==> config.mk <==
export PLATFORM = sky130hd
export DESIGN_NAME = ata_cmd_ctrl
export DESIGN_NICKNAME = d
export VERILOG_FILES = /design/src/rtl/ata_cmd_pkg.sv /design/src/rtl/cmd_decode.sv /design/src/rtl/ata_cmd_ctrl.sv
export VERILOG_INCLUDE_DIRS = /design/src /design/src/rtl
export SDC_FILE = /design/constraint.sdc
export NUM_CORES = 1
export LEC_CHECK = 0
export BUFFER_PORTS_ARGS = -buffer_cell sky130_fd_sc_hd__buf_4
export CORE_MARGIN = 4
export CORE_UTILIZATION = 30
export CTS_BUF_LIST = sky130_fd_sc_hd__clkbuf_4 sky130_fd_sc_hd__clkbuf_8
export DETAILED_ROUTE_END_ITERATION = 7
export PLACE_DENSITY = 0.5
export SLEW_MARGIN = 20
export SYNTH_ARGS = -nofsm -noshare
export SYNTH_HDL_FRONTEND = slang
export SYNTH_SLANG_ARGS = --single-unit
==> constraint.sdc <==
create_clock -name pclk -period 4.8 [get_ports pclk]
set_input_delay 0.48 -clock pclk [delete_from_list [all_inputs] [get_ports pclk]]
set_output_delay 0.48 -clock pclk [all_outputs]
set_load 0.005 [all_outputs]
==> src/rtl/ata_cmd_cfg.svh <==
// Register offsets, field positions and reset values of the task file block
`ifndef ATA_CMD_CFG_SVH
`define ATA_CMD_CFG_SVH

// Register byte offsets on the APB side
`define OFF_FEATURES 8'h00
`define OFF_SECTOR_COUNT 8'h04
`define OFF_SECTOR_NUMBER 8'h08
`define OFF_CYL_LOW 8'h0c
`define OFF_CYL_HIGH 8'h10
`define OFF_DRIVE_HEAD 8'h14
`define OFF_COMMAND_CODE 8'h18
`define OFF_DEVICE_CONTROL 8'h1c
`define OFF_DRIVE_ADDRESS 8'h20
`define OFF_TASK_STATUS 8'h24
`define OFF_IRQ_STATUS 8'h28
`define OFF_IRQ_MASK 8'h2c
`define OFF_ACTIVE_COMMAND 8'h30

// Device control fields
`define DC_SOFT_RESET 2
`define DC_INT_DISABLE 1

// Drive/head fields
`define DH_LBA 6
`define DH_DRIVE 4
`define DH_HEAD_MSB 3

// Task status fields
`define TS_BUSY 7
`define TS_READY 6
`define TS_DRQ 3
`define TS_ERR 0

// Interrupt status and mask fields
`define IRQ_DONE 0
`define IRQ_ERROR 1
`define IRQ_REJECT 2
`define IRQ_DRQ 3
`define IRQ_W 4

// Parameter use mask: bit positions and per-command patterns
`define USE_FR 6
`define USE_SC 5
`define USE_SN 4
`define USE_CY 3
`define USE_DR 2
`define USE_HD 1
`define USE_LBA 0
`define USE_NONE 7'h00
`define USE_DR_ONLY 7'h04
`define USE_FULL 7'h3f
`define USE_FORMAT 7'h2f
`define USE_SC_DR 7'h24
`define USE_INIT 7'h26
`define USE_NO_SC 7'h1f
`define USE_FEAT 7'h44
`define USE_WEAR 7'h06

// Task file reset values
`define RST_PARAM 8'h00
`define RST_SECTOR 8'h01
`define RST_DRIVE_HEAD 8'ha0

`endif

==> src/rtl/ata_cmd_pkg.sv <==
// Types shared by the command decoder and the task file block
package ata_cmd_pkg;

	typedef enum logic [2:0] {
		ST_IDLE = 3'b001,
		ST_BUSY = 3'b010,
		ST_SOFT_RESET_BIT = 3'b100
	} ctl_state_t;

	typedef enum logic [4:0] {
		CMD_NONE, CMD_CHECK_POWER, CMD_DIAGNOSTIC, CMD_ERASE, CMD_FORMAT,
		CMD_IDENTIFY, CMD_IDLE, CMD_IDLE_NOW, CMD_INIT_PARAMS, CMD_READ_BUFFER,
		CMD_READ_MULTIPLE, CMD_READ_LONG, CMD_READ_SECTOR, CMD_READ_VERIFY,
		CMD_RECALIBRATE, CMD_REQUEST_SENSE, CMD_SEEK, CMD_SET_FEATURES,
		CMD_SET_MULTIPLE, CMD_SLEEP, CMD_STANDBY, CMD_STANDBY_NOW, CMD_TRANSLATE,
		CMD_WEAR_LEVEL, CMD_WRITE_BUFFER, CMD_WRITE_LONG, CMD_WRITE_MULTIPLE,
		CMD_WRITE_MULT_NOERASE, CMD_WRITE_SECTOR, CMD_WRITE_NOERASE,
		CMD_WRITE_VERIFY
	} cmd_kind_t;

endpackage : ata_cmd_pkg

==> src/rtl/cmd_decode.sv <==
// Command code decoder: operation kind and valid parameter mask
`timescale 1ns/100ps
`include "ata_cmd_cfg.svh"

module cmd_decode (
	input wire logic [7:0] code,
	output ata_cmd_pkg::cmd_kind_t kind,
	output logic [6:0] use_mask,
	output logic known
);

	always_comb
	begin
		casez (code)
			8'he5, 8'h98: kind = ata_cmd_pkg::CMD_CHECK_POWER;
			8'h90: kind = ata_cmd_pkg::CMD_DIAGNOSTIC;
			8'hc0: kind = ata_cmd_pkg::CMD_ERASE;
			8'h50: kind = ata_cmd_pkg::CMD_FORMAT;
			8'hec: kind = ata_cmd_pkg::CMD_IDENTIFY;
			8'he3, 8'h97: kind = ata_cmd_pkg::CMD_IDLE;
			8'he1, 8'h95: kind = ata_cmd_pkg::CMD_IDLE_NOW;
			8'h91: kind = ata_cmd_pkg::CMD_INIT_PARAMS;
			8'he4: kind = ata_cmd_pkg::CMD_READ_BUFFER;
			8'hc4: kind = ata_cmd_pkg::CMD_READ_MULTIPLE;
			8'h22, 8'h23: kind = ata_cmd_pkg::CMD_READ_LONG;
			8'h20, 8'h21: kind = ata_cmd_pkg::CMD_READ_SECTOR;
			8'h40, 8'h41: kind = ata_cmd_pkg::CMD_READ_VERIFY;
			8'h1?: kind = ata_cmd_pkg::CMD_RECALIBRATE;
			8'h03: kind = ata_cmd_pkg::CMD_REQUEST_SENSE;
			8'h7?: kind = ata_cmd_pkg::CMD_SEEK;
			8'hef: kind = ata_cmd_pkg::CMD_SET_FEATURES;
			8'hc6: kind = ata_cmd_pkg::CMD_SET_MULTIPLE;
			8'he6, 8'h99: kind = ata_cmd_pkg::CMD_SLEEP;
			8'he2, 8'h96: kind = ata_cmd_pkg::CMD_STANDBY;
			8'he0, 8'h94: kind = ata_cmd_pkg::CMD_STANDBY_NOW;
			8'h87: kind = ata_cmd_pkg::CMD_TRANSLATE;
			8'hf5: kind = ata_cmd_pkg::CMD_WEAR_LEVEL;
			8'he8: kind = ata_cmd_pkg::CMD_WRITE_BUFFER;
			8'h32, 8'h33: kind = ata_cmd_pkg::CMD_WRITE_LONG;
			8'hc5: kind = ata_cmd_pkg::CMD_WRITE_MULTIPLE;
			8'hcd: kind = ata_cmd_pkg::CMD_WRITE_MULT_NOERASE;
			8'h30, 8'h31: kind = ata_cmd_pkg::CMD_WRITE_SECTOR;
			8'h38: kind = ata_cmd_pkg::CMD_WRITE_NOERASE;
			8'h3c: kind = ata_cmd_pkg::CMD_WRITE_VERIFY;
			default: kind = ata_cmd_pkg::CMD_NONE;
		endcase
	end

	// Which task file parameters each command may consume
	always_comb
	begin
		case (kind)
			ata_cmd_pkg::CMD_ERASE, ata_cmd_pkg::CMD_READ_MULTIPLE,
			ata_cmd_pkg::CMD_READ_SECTOR, ata_cmd_pkg::CMD_READ_VERIFY,
			ata_cmd_pkg::CMD_TRANSLATE, ata_cmd_pkg::CMD_WRITE_MULTIPLE,
			ata_cmd_pkg::CMD_WRITE_MULT_NOERASE, ata_cmd_pkg::CMD_WRITE_SECTOR,
			ata_cmd_pkg::CMD_WRITE_NOERASE, ata_cmd_pkg::CMD_WRITE_VERIFY:
				use_mask = `USE_FULL;
			ata_cmd_pkg::CMD_FORMAT: use_mask = `USE_FORMAT;
			ata_cmd_pkg::CMD_IDLE, ata_cmd_pkg::CMD_SET_MULTIPLE: use_mask = `USE_SC_DR;
			ata_cmd_pkg::CMD_INIT_PARAMS: use_mask = `USE_INIT;
			ata_cmd_pkg::CMD_READ_LONG, ata_cmd_pkg::CMD_SEEK,
			ata_cmd_pkg::CMD_WRITE_LONG: use_mask = `USE_NO_SC;
			ata_cmd_pkg::CMD_SET_FEATURES: use_mask = `USE_FEAT;
			ata_cmd_pkg::CMD_WEAR_LEVEL: use_mask = `USE_WEAR;
			ata_cmd_pkg::CMD_NONE: use_mask = `USE_NONE;
			default: use_mask = `USE_DR_ONLY;
		endcase
	end

	assign known = (kind != ata_cmd_pkg::CMD_NONE);

endmodule : cmd_decode

==> src/rtl/ata_cmd_ctrl.sv <==
// Task file, command issue, device control and drive address block on APB
//
// What this block does
// Command code is write-only; writing it starts the decoded drive operation.
// Host loads parameters first, then writes the command while ready.
// Each command passes on only its valid parameters; others are zeroed.
// Code CDH decodes as multiple-sector write without erase, full parameters.
// Code 38H decodes as sector write without erase, full parameters.
// Device control is write-only; holds soft reset and interrupt gate.
// Host writes bit 3 one, bit 0 zero; bits 7 to 4 ignored.
// Soft reset bit 2 written one performs a task file reset.
// Soft reset leaves configuration registers untouched.
// Block stays in reset while the soft reset bit remains one.
// Device control bit 1 at one suppresses the interrupt request output.
// Read-only drive address register reports drive status.
// Drive address bits 5 to 2 return inverted head bits; others zero.
// Host should avoid mapping the drive address register.
// Head number is the low four bits of drive/head, bit 3 MSB.
// Error flag sets on failed command, clears on next command.
// Data request flag clears when another command is written.
// All listed codes decode; unknown codes end with error flag set.
// Commands written while busy are ignored; parameters sampled at command write.
`timescale 1ns/100ps
`include "ata_cmd_cfg.svh"

module ata_cmd_ctrl (
	input wire logic pclk,
	input wire logic presetn,
	input wire logic psel,
	input wire logic penable,
	input wire logic pwrite,
	input wire logic [7:0] paddr,
	input wire logic [31:0] pwdata,
	input wire logic [3:0] pstrb,
	output logic [31:0] prdata,
	output logic pready,
	output logic pslverr,
	input wire logic op_done,
	input wire logic op_error,
	input wire logic op_data_request,
	output logic op_start,
	output ata_cmd_pkg::cmd_kind_t op_kind,
	output logic [7:0] op_features,
	output logic [7:0] op_sector_count,
	output logic [7:0] op_sector_number,
	output logic [15:0] op_cylinder,
	output logic op_drive_select,
	output logic [3:0] op_head,
	output logic op_lba_mode,
	output logic soft_reset_active,
	output logic interrupt_request_out_n,
	output logic irq
);

	////////////////////////////////////////////////////////////////////////////////
	// Helpers
	function automatic logic hit(input logic [7:0] addr, input logic [7:0] offset);
		hit = (addr == offset);
	endfunction : hit
	function automatic logic [7:0] pick(input logic en, input logic [7:0] value);
		pick = en ? value : `RST_PARAM;
	endfunction : pick
	////////////////////////////////////////////////////////////////////////////////
	// Storage
	ata_cmd_pkg::ctl_state_t state;
	logic [7:0] features, sector_count, sector_number, cylinder_low, cylinder_high;
	logic [7:0] drive_head, active_command;
	logic soft_reset_bit, interrupt_disable_bit, error_flag, data_request_flag, ata_pending;
	logic [`IRQ_W-1:0] irq_status, irq_mask;
	////////////////////////////////////////////////////////////////////////////////
	// APB decode
	logic access, wr_fire, rd_fire, addr_ok, lane0, param_open, cmd_write, accept, reject;
	logic start_op, busy_done, in_idle, in_busy, in_soft_reset_bit, pending_set, pending_clear;
	logic [7:0] drive_address_status, task_status;
	logic [31:0] read_value;
	ata_cmd_pkg::cmd_kind_t dec_kind;
	logic [6:0] dec_use;
	logic dec_known;
	logic [`IRQ_W-1:0] irq_events, irq_clear;

	assign access = psel & penable;
	assign wr_fire = access & pready & pwrite;
	assign rd_fire = access & pready & ~pwrite;
	assign lane0 = pstrb[0];
	assign in_idle = (state == ata_cmd_pkg::ST_IDLE);
	assign in_busy = (state == ata_cmd_pkg::ST_BUSY);
	assign in_soft_reset_bit = (state == ata_cmd_pkg::ST_SOFT_RESET_BIT);
	assign busy_done = in_busy & op_done;
	// Frozen while busy so a running operation sees stable values
	assign param_open = wr_fire & lane0 & in_idle & ~soft_reset_bit;
	assign cmd_write = wr_fire & lane0 & hit(paddr, `OFF_COMMAND_CODE);
	assign accept = cmd_write & in_idle & ~soft_reset_bit;
	assign reject = cmd_write & ~(in_idle & ~soft_reset_bit);
	assign start_op = accept & dec_known;
	always_comb
	begin
		addr_ok = 1'b0;
		case (paddr)
			`OFF_FEATURES, `OFF_SECTOR_COUNT, `OFF_SECTOR_NUMBER, `OFF_CYL_LOW,
			`OFF_CYL_HIGH, `OFF_DRIVE_HEAD, `OFF_COMMAND_CODE, `OFF_DEVICE_CONTROL,
			`OFF_DRIVE_ADDRESS, `OFF_TASK_STATUS, `OFF_IRQ_STATUS, `OFF_IRQ_MASK,
			`OFF_ACTIVE_COMMAND: addr_ok = 1'b1;
			default: addr_ok = 1'b0;
		endcase
	end
	// Only the head field has a source
	assign drive_address_status = {2'b00, ~drive_head[`DH_HEAD_MSB:0], 2'b00};
	always_comb
	begin
		task_status = 8'h00;
		task_status[`TS_BUSY] = in_busy | in_soft_reset_bit;
		task_status[`TS_READY] = in_idle;
		task_status[`TS_DRQ] = data_request_flag;
		task_status[`TS_ERR] = error_flag;
	end
	// Write-only registers read as zero
	always_comb
	begin
		read_value = 32'h00000000;
		case (paddr)
			`OFF_FEATURES: read_value[7:0] = features;
			`OFF_SECTOR_COUNT: read_value[7:0] = sector_count;
			`OFF_SECTOR_NUMBER: read_value[7:0] = sector_number;
			`OFF_CYL_LOW: read_value[7:0] = cylinder_low;
			`OFF_CYL_HIGH: read_value[7:0] = cylinder_high;
			`OFF_DRIVE_HEAD: read_value[7:0] = drive_head;
			`OFF_DRIVE_ADDRESS: read_value[7:0] = drive_address_status;
			`OFF_TASK_STATUS: read_value[7:0] = task_status;
			`OFF_IRQ_STATUS: read_value[`IRQ_W-1:0] = irq_status;
			`OFF_IRQ_MASK: read_value[`IRQ_W-1:0] = irq_mask;
			`OFF_ACTIVE_COMMAND: read_value[7:0] = active_command;
			default: read_value = 32'h00000000;
		endcase
	end
	cmd_decode u_decode (
		.code(pwdata[7:0]),
		.kind(dec_kind),
		.use_mask(dec_use),
		.known(dec_known)
	);

	////////////////////////////////////////////////////////////////////////////////
	// APB response: one wait state
	always_ff @(posedge pclk or negedge presetn)
	begin
		if (!presetn)
			pready <= 1'b0;
		else
			pready <= access & ~pready;
	end
	always_ff @(posedge pclk or negedge presetn)
	begin
		if (!presetn)
		begin
			prdata <= 32'h00000000;
			pslverr <= 1'b0;
		end
		else if (access & ~pready)
		begin
			prdata <= pwrite ? 32'h00000000 : read_value;
			pslverr <= ~addr_ok;
		end
	end
	////////////////////////////////////////////////////////////////////////////////
	// Device control
	always_ff @(posedge pclk or negedge presetn)
	begin
		if (!presetn)
		begin
			soft_reset_bit <= 1'b0;
			interrupt_disable_bit <= 1'b0;
		end
		else if (wr_fire & lane0 & hit(paddr, `OFF_DEVICE_CONTROL))
		begin
			// Other bits are dropped
			soft_reset_bit <= pwdata[`DC_SOFT_RESET];
			interrupt_disable_bit <= pwdata[`DC_INT_DISABLE];
		end
	end
	////////////////////////////////////////////////////////////////////////////////
	// Control state
	always_ff @(posedge pclk or negedge presetn)
	begin
		if (!presetn)
			state <= ata_cmd_pkg::ST_IDLE;
		else
		begin
			case (state)
				ata_cmd_pkg::ST_IDLE:
					if (soft_reset_bit)
						state <= ata_cmd_pkg::ST_SOFT_RESET_BIT;
					else if (start_op)
						state <= ata_cmd_pkg::ST_BUSY;
				ata_cmd_pkg::ST_BUSY:
					if (soft_reset_bit)
						state <= ata_cmd_pkg::ST_SOFT_RESET_BIT;
					else if (op_done)
						state <= ata_cmd_pkg::ST_IDLE;
				ata_cmd_pkg::ST_SOFT_RESET_BIT:
					if (!soft_reset_bit)
						state <= ata_cmd_pkg::ST_IDLE;
				default: state <= ata_cmd_pkg::ST_IDLE;
			endcase
		end
	end
	always_ff @(posedge pclk or negedge presetn)
	begin
		if (!presetn)
			soft_reset_active <= 1'b0;
		else
			soft_reset_active <= soft_reset_bit;
	end

	////////////////////////////////////////////////////////////////////////////////
	// Task file parameters
	always_ff @(posedge pclk or negedge presetn)
	begin
		if (!presetn)
		begin
			features <= `RST_PARAM;
			sector_count <= `RST_SECTOR;
			sector_number <= `RST_SECTOR;
			cylinder_low <= `RST_PARAM;
			cylinder_high <= `RST_PARAM;
			drive_head <= `RST_DRIVE_HEAD;
		end
		else if (in_soft_reset_bit)
		begin
			features <= `RST_PARAM;
			sector_count <= `RST_SECTOR;
			sector_number <= `RST_SECTOR;
			cylinder_low <= `RST_PARAM;
			cylinder_high <= `RST_PARAM;
			drive_head <= `RST_DRIVE_HEAD;
		end
		else if (param_open)
		begin
			if (hit(paddr, `OFF_FEATURES))
				features <= pwdata[7:0];
			if (hit(paddr, `OFF_SECTOR_COUNT))
				sector_count <= pwdata[7:0];
			if (hit(paddr, `OFF_SECTOR_NUMBER))
				sector_number <= pwdata[7:0];
			if (hit(paddr, `OFF_CYL_LOW))
				cylinder_low <= pwdata[7:0];
			if (hit(paddr, `OFF_CYL_HIGH))
				cylinder_high <= pwdata[7:0];
			if (hit(paddr, `OFF_DRIVE_HEAD))
				drive_head <= pwdata[7:0];
		end
	end
	////////////////////////////////////////////////////////////////////////////////
	// Command issue: parameters latched at the command write
	always_ff @(posedge pclk or negedge presetn)
	begin
		if (!presetn)
			op_start <= 1'b0;
		else
			op_start <= start_op;
	end
	always_ff @(posedge pclk or negedge presetn)
	begin
		if (!presetn)
		begin
			op_kind <= ata_cmd_pkg::CMD_NONE;
			op_features <= `RST_PARAM;
			op_sector_count <= `RST_PARAM;
			op_sector_number <= `RST_PARAM;
			op_cylinder <= {`RST_PARAM, `RST_PARAM};
			op_drive_select <= 1'b0;
			op_head <= 4'h0;
			op_lba_mode <= 1'b0;
		end
		else if (start_op)
		begin
			op_kind <= dec_kind;
			op_features <= pick(dec_use[`USE_FR], features);
			op_sector_count <= pick(dec_use[`USE_SC], sector_count);
			op_sector_number <= pick(dec_use[`USE_SN], sector_number);
			op_cylinder <= {pick(dec_use[`USE_CY], cylinder_high),
				pick(dec_use[`USE_CY], cylinder_low)};
			op_drive_select <= dec_use[`USE_DR] & drive_head[`DH_DRIVE];
			op_head <= dec_use[`USE_HD] ? drive_head[`DH_HEAD_MSB:0] : 4'h0;
			op_lba_mode <= dec_use[`USE_LBA] & drive_head[`DH_LBA];
		end
	end
	always_ff @(posedge pclk or negedge presetn)
	begin
		if (!presetn)
			active_command <= `RST_PARAM;
		else if (accept)
			active_command <= pwdata[7:0];
	end
	////////////////////////////////////////////////////////////////////////////////
	// Status flags
	always_ff @(posedge pclk or negedge presetn)
	begin
		if (!presetn)
			error_flag <= 1'b0;
		else if (in_soft_reset_bit)
			error_flag <= 1'b0;
		else if (accept)
			error_flag <= ~dec_known;
		else if (busy_done & op_error)
			error_flag <= 1'b1;
	end
	always_ff @(posedge pclk or negedge presetn)
	begin
		if (!presetn)
			data_request_flag <= 1'b0;
		else if (in_soft_reset_bit | accept | busy_done)
			data_request_flag <= 1'b0;
		else if (in_busy & op_data_request)
			data_request_flag <= 1'b1;
	end
	////////////////////////////////////////////////////////////////////////////////
	// Host interrupt: status read acknowledges, new events win
	assign pending_set = busy_done | (accept & ~dec_known) | (in_busy & op_data_request);
	assign pending_clear = in_soft_reset_bit | accept | (rd_fire & hit(paddr, `OFF_TASK_STATUS));
	always_ff @(posedge pclk or negedge presetn)
	begin
		if (!presetn)
			ata_pending <= 1'b0;
		else
			ata_pending <= pending_set | (ata_pending & ~pending_clear);
	end
	always_ff @(posedge pclk or negedge presetn)
	begin
		if (!presetn)
			interrupt_request_out_n <= 1'b1;
		else
			interrupt_request_out_n <= ~(ata_pending & ~interrupt_disable_bit);
	end
	////////////////////////////////////////////////////////////////////////////////
	// System interrupt: sticky status, write one to clear, set beats clear
	// Kept across soft reset
	always_comb
	begin
		irq_events = '0;
		irq_events[`IRQ_DONE] = busy_done;
		irq_events[`IRQ_ERROR] = (busy_done & op_error) | (accept & ~dec_known);
		irq_events[`IRQ_REJECT] = reject;
		irq_events[`IRQ_DRQ] = in_busy & op_data_request;
	end
	assign irq_clear = (wr_fire & lane0 & hit(paddr, `OFF_IRQ_STATUS)) ? pwdata[`IRQ_W-1:0] : '0;
	always_ff @(posedge pclk or negedge presetn)
	begin
		if (!presetn)
			irq_status <= '0;
		else
			irq_status <= irq_events | (irq_status & ~irq_clear);
	end
	always_ff @(posedge pclk or negedge presetn)
	begin
		if (!presetn)
			irq_mask <= '0;
		else if (wr_fire & lane0 & hit(paddr, `OFF_IRQ_MASK))
			irq_mask <= pwdata[`IRQ_W-1:0];
	end
	always_ff @(posedge pclk or negedge presetn)
	begin
		if (!presetn)
			irq <= 1'b0;
		else
			irq <= |(irq_status & irq_mask);
	end
endmodule : ata_cmd_ctrl

==> metrics.md <==
| Metric | Value |
|---|---|
| Status | complete, no violations |
| Hold Path Class | primary input to async pin |
| Pin count of the biggest net entering global routing | 101 |
| Starting DRT DRC Count | 540 |
| Total clock buffers created by CTS | 17 |
| Post-layout util | about 36% |
| Setup total negative slack | 0 ns |
| Overall routing resource usage | about 18% |
| Cts repair resizes | 0 |
| Clock tree buffer depth | 2 |
| Nature of the critical path startpoint | register |
| Commonest cells in the netlist | 131 x dfrtp_1, 116 x nand2_1, 66 x nand3_1 |
| Chip width | ~160 um |
| Flops & latches, synth | ~140 |
| Top cell type's share of synthesized area | 44.7% |
| Post-place setup slack | around 1.2 ns |
| Routed wire length | between 20000 and 25000 um |
| Critical setup path kind | register to register |
| I/O Pins | around 140 |
| CP top delay family | simple AND/OR/NAND/NOR gates |
| RSZ-0062 raised after global routing | false |
| Crit path time final | between 3 and 4 ns |
| Final Hold Fails | 0 |
| CP required | approximately 5.2 ns |
| Port bufs | roughly 90 |
| Setup Skew | around 0.013 ns |
| Max Transition Viols Final | 0 |
| GRT overflow | 0 |
| Later-pin clock latency in the skew report | approximately 0.46 ns |
| Max-cap violations | 0 |
| DIE HEIGHT | ~160 um |
| Die area | 27000 um2 |
| Post-synth cell types | 82 |
| Share of post-route cells with drive strength above 1 | 21.2% |
| Starting Density | between 30 and 40% |
| CTS Sinks | between 100 and 150 |
| Worst-path fanout max | 17 |
| Fin crit share | 67.7% |
| Post-Layout Cell Count | approximately 1200 |
| Vias in the first global route | between 5000 and 6000 |
| Setup violations, final | 0 |
| Post-route DRC | 0 |
| Routed vias | about 6300 |
| Final HPWL DP | 16200 um |
| Clock root buffer master | clkbuf_8 |
| Fin nets | 891 |
| Max frequency | 308 MHz |
| Syn Area/Cell | 9.51 um2 |
| Top post-synthesis cells by area | dfrtp_1 45%, nand2_1 5.9%, nand3_1 4.5%, a22o_1 3.7%, a21oi_1 3.5% |
| Worst VDD drop | between 0.0001 and 0.00015 V |
| Ys flop type | dfrtp_1 |
| Crit-path max cell delay | about 0.68 ns |
| Initial antenna violation count | 0 |
| Count leader, synth | dfrtp_1 |
| WL/cell | between 20 and 25 um |
| Tot Pwr | 2.32 mW |
| Register area share after synthesis | between 40% and 50% |
| Synth Cell Area | ~7300 um2 |
| Vias/cell | around 5.4 |
| Synthesis warning total | 0 |
| CTS tree | done |
| Finished Cell Area | roughly 8500 um2 |
| Clock-pin slew of the registers on the worst-case setup and hold paths | around 0.080 ns |
| Buffers plus inverters on the worst setup path | 0 |
| Slowest CP cell | nor3_4 |
| Number of synthesized flops with an enable pin | 0 |
| Pwr/cell area | between 200 and 300 nW/um2 |
| # placed instances | about 1100 |
| Area Growth Syn to Fin | 16.3% |
| Tightest Pin Transition | between 0.9 and 1 ns |
| Async S/R FF share, synth | between 90% and 100% |
| Ant. Diodes | 0 |
| DP Area | a little over 8000 um2 |
| Critical Path End Type | register |
| Post-synthesis cell count | slightly below 800 |
| Cell taking the most area after synthesis | dfrtp_1 |
| Routed Antenna Nets | 0 |
| First-pass GRT wire length | between 30000 and 40000 um |
| Critical path cell sequence | nor3b_2 -> nand2b_1 -> nor4_1 -> nand2b_1 -> or2_4 -> nor3_4 -> a22o_1 |
| Core Area | ~24000 um2 |
| Final WS setup | ~1.6 ns |
| Slew margin rel. | 37.9% |
| Leak | about 3.8 nW |
| DR pass1 iterations | 6 |
| Hold WS | around 0.15 ns |
| Arrival @ worst endpoint | approximately 3.6 ns |
| Crit path top cell by count | nand2b_1 |
| Setup Buffers After CTS | 0 |
| Rows | between 50 and 60 |
| Gpl congestion | 0.854 |
| # hold bufs at CTS | 0 |
| H-tree Lvls | 4 |
-- cell families after synthesis --
| family | count (synthesis) | share of synthesized area [%] |
|---|---|---|
| muxes | 16 | 2.32 |
| buffers and inverters | 84 | 6.84 |
| AOI/OAI and AO/OA | 204 | 20.0 |
| other | 1 | 0.0511 |
| DFF | 137 | 46.9 |
| and+or+nand+nor | 329 | 23.9 |
-- worst register-to-register path, cell delays in order (launching register included) --
cell and delay [ns]:
dfstp_2 0.56, nor3b_2 0.39, nand2b_1 0.22, nor4_1 0.66, nand2b_1 0.15, or2_4 0.29, nor3_4 0.68, a22o_1 0.25
-- power by group --
part	internal (mW)	switching, mW
Combinational	0.0531	0.124
Sequential	1.16	0.00245
Clock	0.529	0.460
Total	1.74	0.587
-- per-layer routing --
| metal | vias to the layer above | GRT usage, % | share of wire, % |
|---|---|---|---|
| met3 | 24 | 3.51 | 5.7 |
| met2 | 195 | 26.7 | 46 |
| met4 | 0 | 5.22 | 1.7 |
| li1 | 2960 | - | - |
| met1 | 3115 | 25.2 | 46 |
| met5 | - | 0 | 0 |
-- cells in the final DEF (no fill, tap or decap), types with 6 or more instances in the layout --
cell and count:
a31oi_1 6, a21oi_1 51, o211ai_1 6, a22oi_1 12, a22o_1 31, inv_1 6, dfrtp_1 131, buf_4 101
o21ai_0 35, a222oi_1 12, mux2i_1 8, nor2_1 35, clkbuf_8 17, mux2_2 8, nand3_1 66, a21o_1 7
or3_1 6, nor4_1 7, nor3_1 19, dfstp_2 6, nand2_1 116, nand2b_1 13, conb_1 24, nand4_1 8
-- path summary, 6_finish.rpt --
check                                 startpoint                           endpoint  slack (ns)  depth (start not counted)
setup / recovery            state[0]$_DFFE_PN1P_         op_cylinder[3]$_DFFE_PN0P_        1.55                          7
hold / removal                           presetn        soft_reset_active$_DFF_PN0_        0.15                          1
setup reg to reg            state[0]$_DFFE_PN1P_         op_cylinder[3]$_DFFE_PN0P_        1.55                          7
hold reg to reg            ata_pending$_DFF_PN0_  interrupt_request_out_n$_DFF_PN1_        0.41                          1
max in group asynchronous                presetn        op_cylinder[15]$_DFFE_PN0P_        3.58                          2
min in group pclk                        op_done      data_request_flag$_DFFE_PN0P_        0.28                          2
-- registers in the layout, indices dropped and copies added, names as in the netlist, 3 cells and up --
register / count
op_features: 8
op_head: 4
op_sector_number: 8
cylinder_high: 8
features: 8
prdata: 8
irq_mask: 4
state: 3
op_sector_count: 8
drive_head: 8
sector_number: 8
sector_count: 8
irq_status: 4
cylinder_low: 8
op_kind: 5
active_command: 8
op_cylinder: 16
-- layout make-up --
cell class / count / area, um2
clock inverter: 11 / 149
timing repair buffer: 102 / 769
inverter: 8 / 30.0
multi-input combinational: 573 / 3490
fill: 2477 / 15200
sequential: 137 / 3440
tap: 319 / 399
clock buffer: 20 / 256
(Power assumes the default switching activity.)
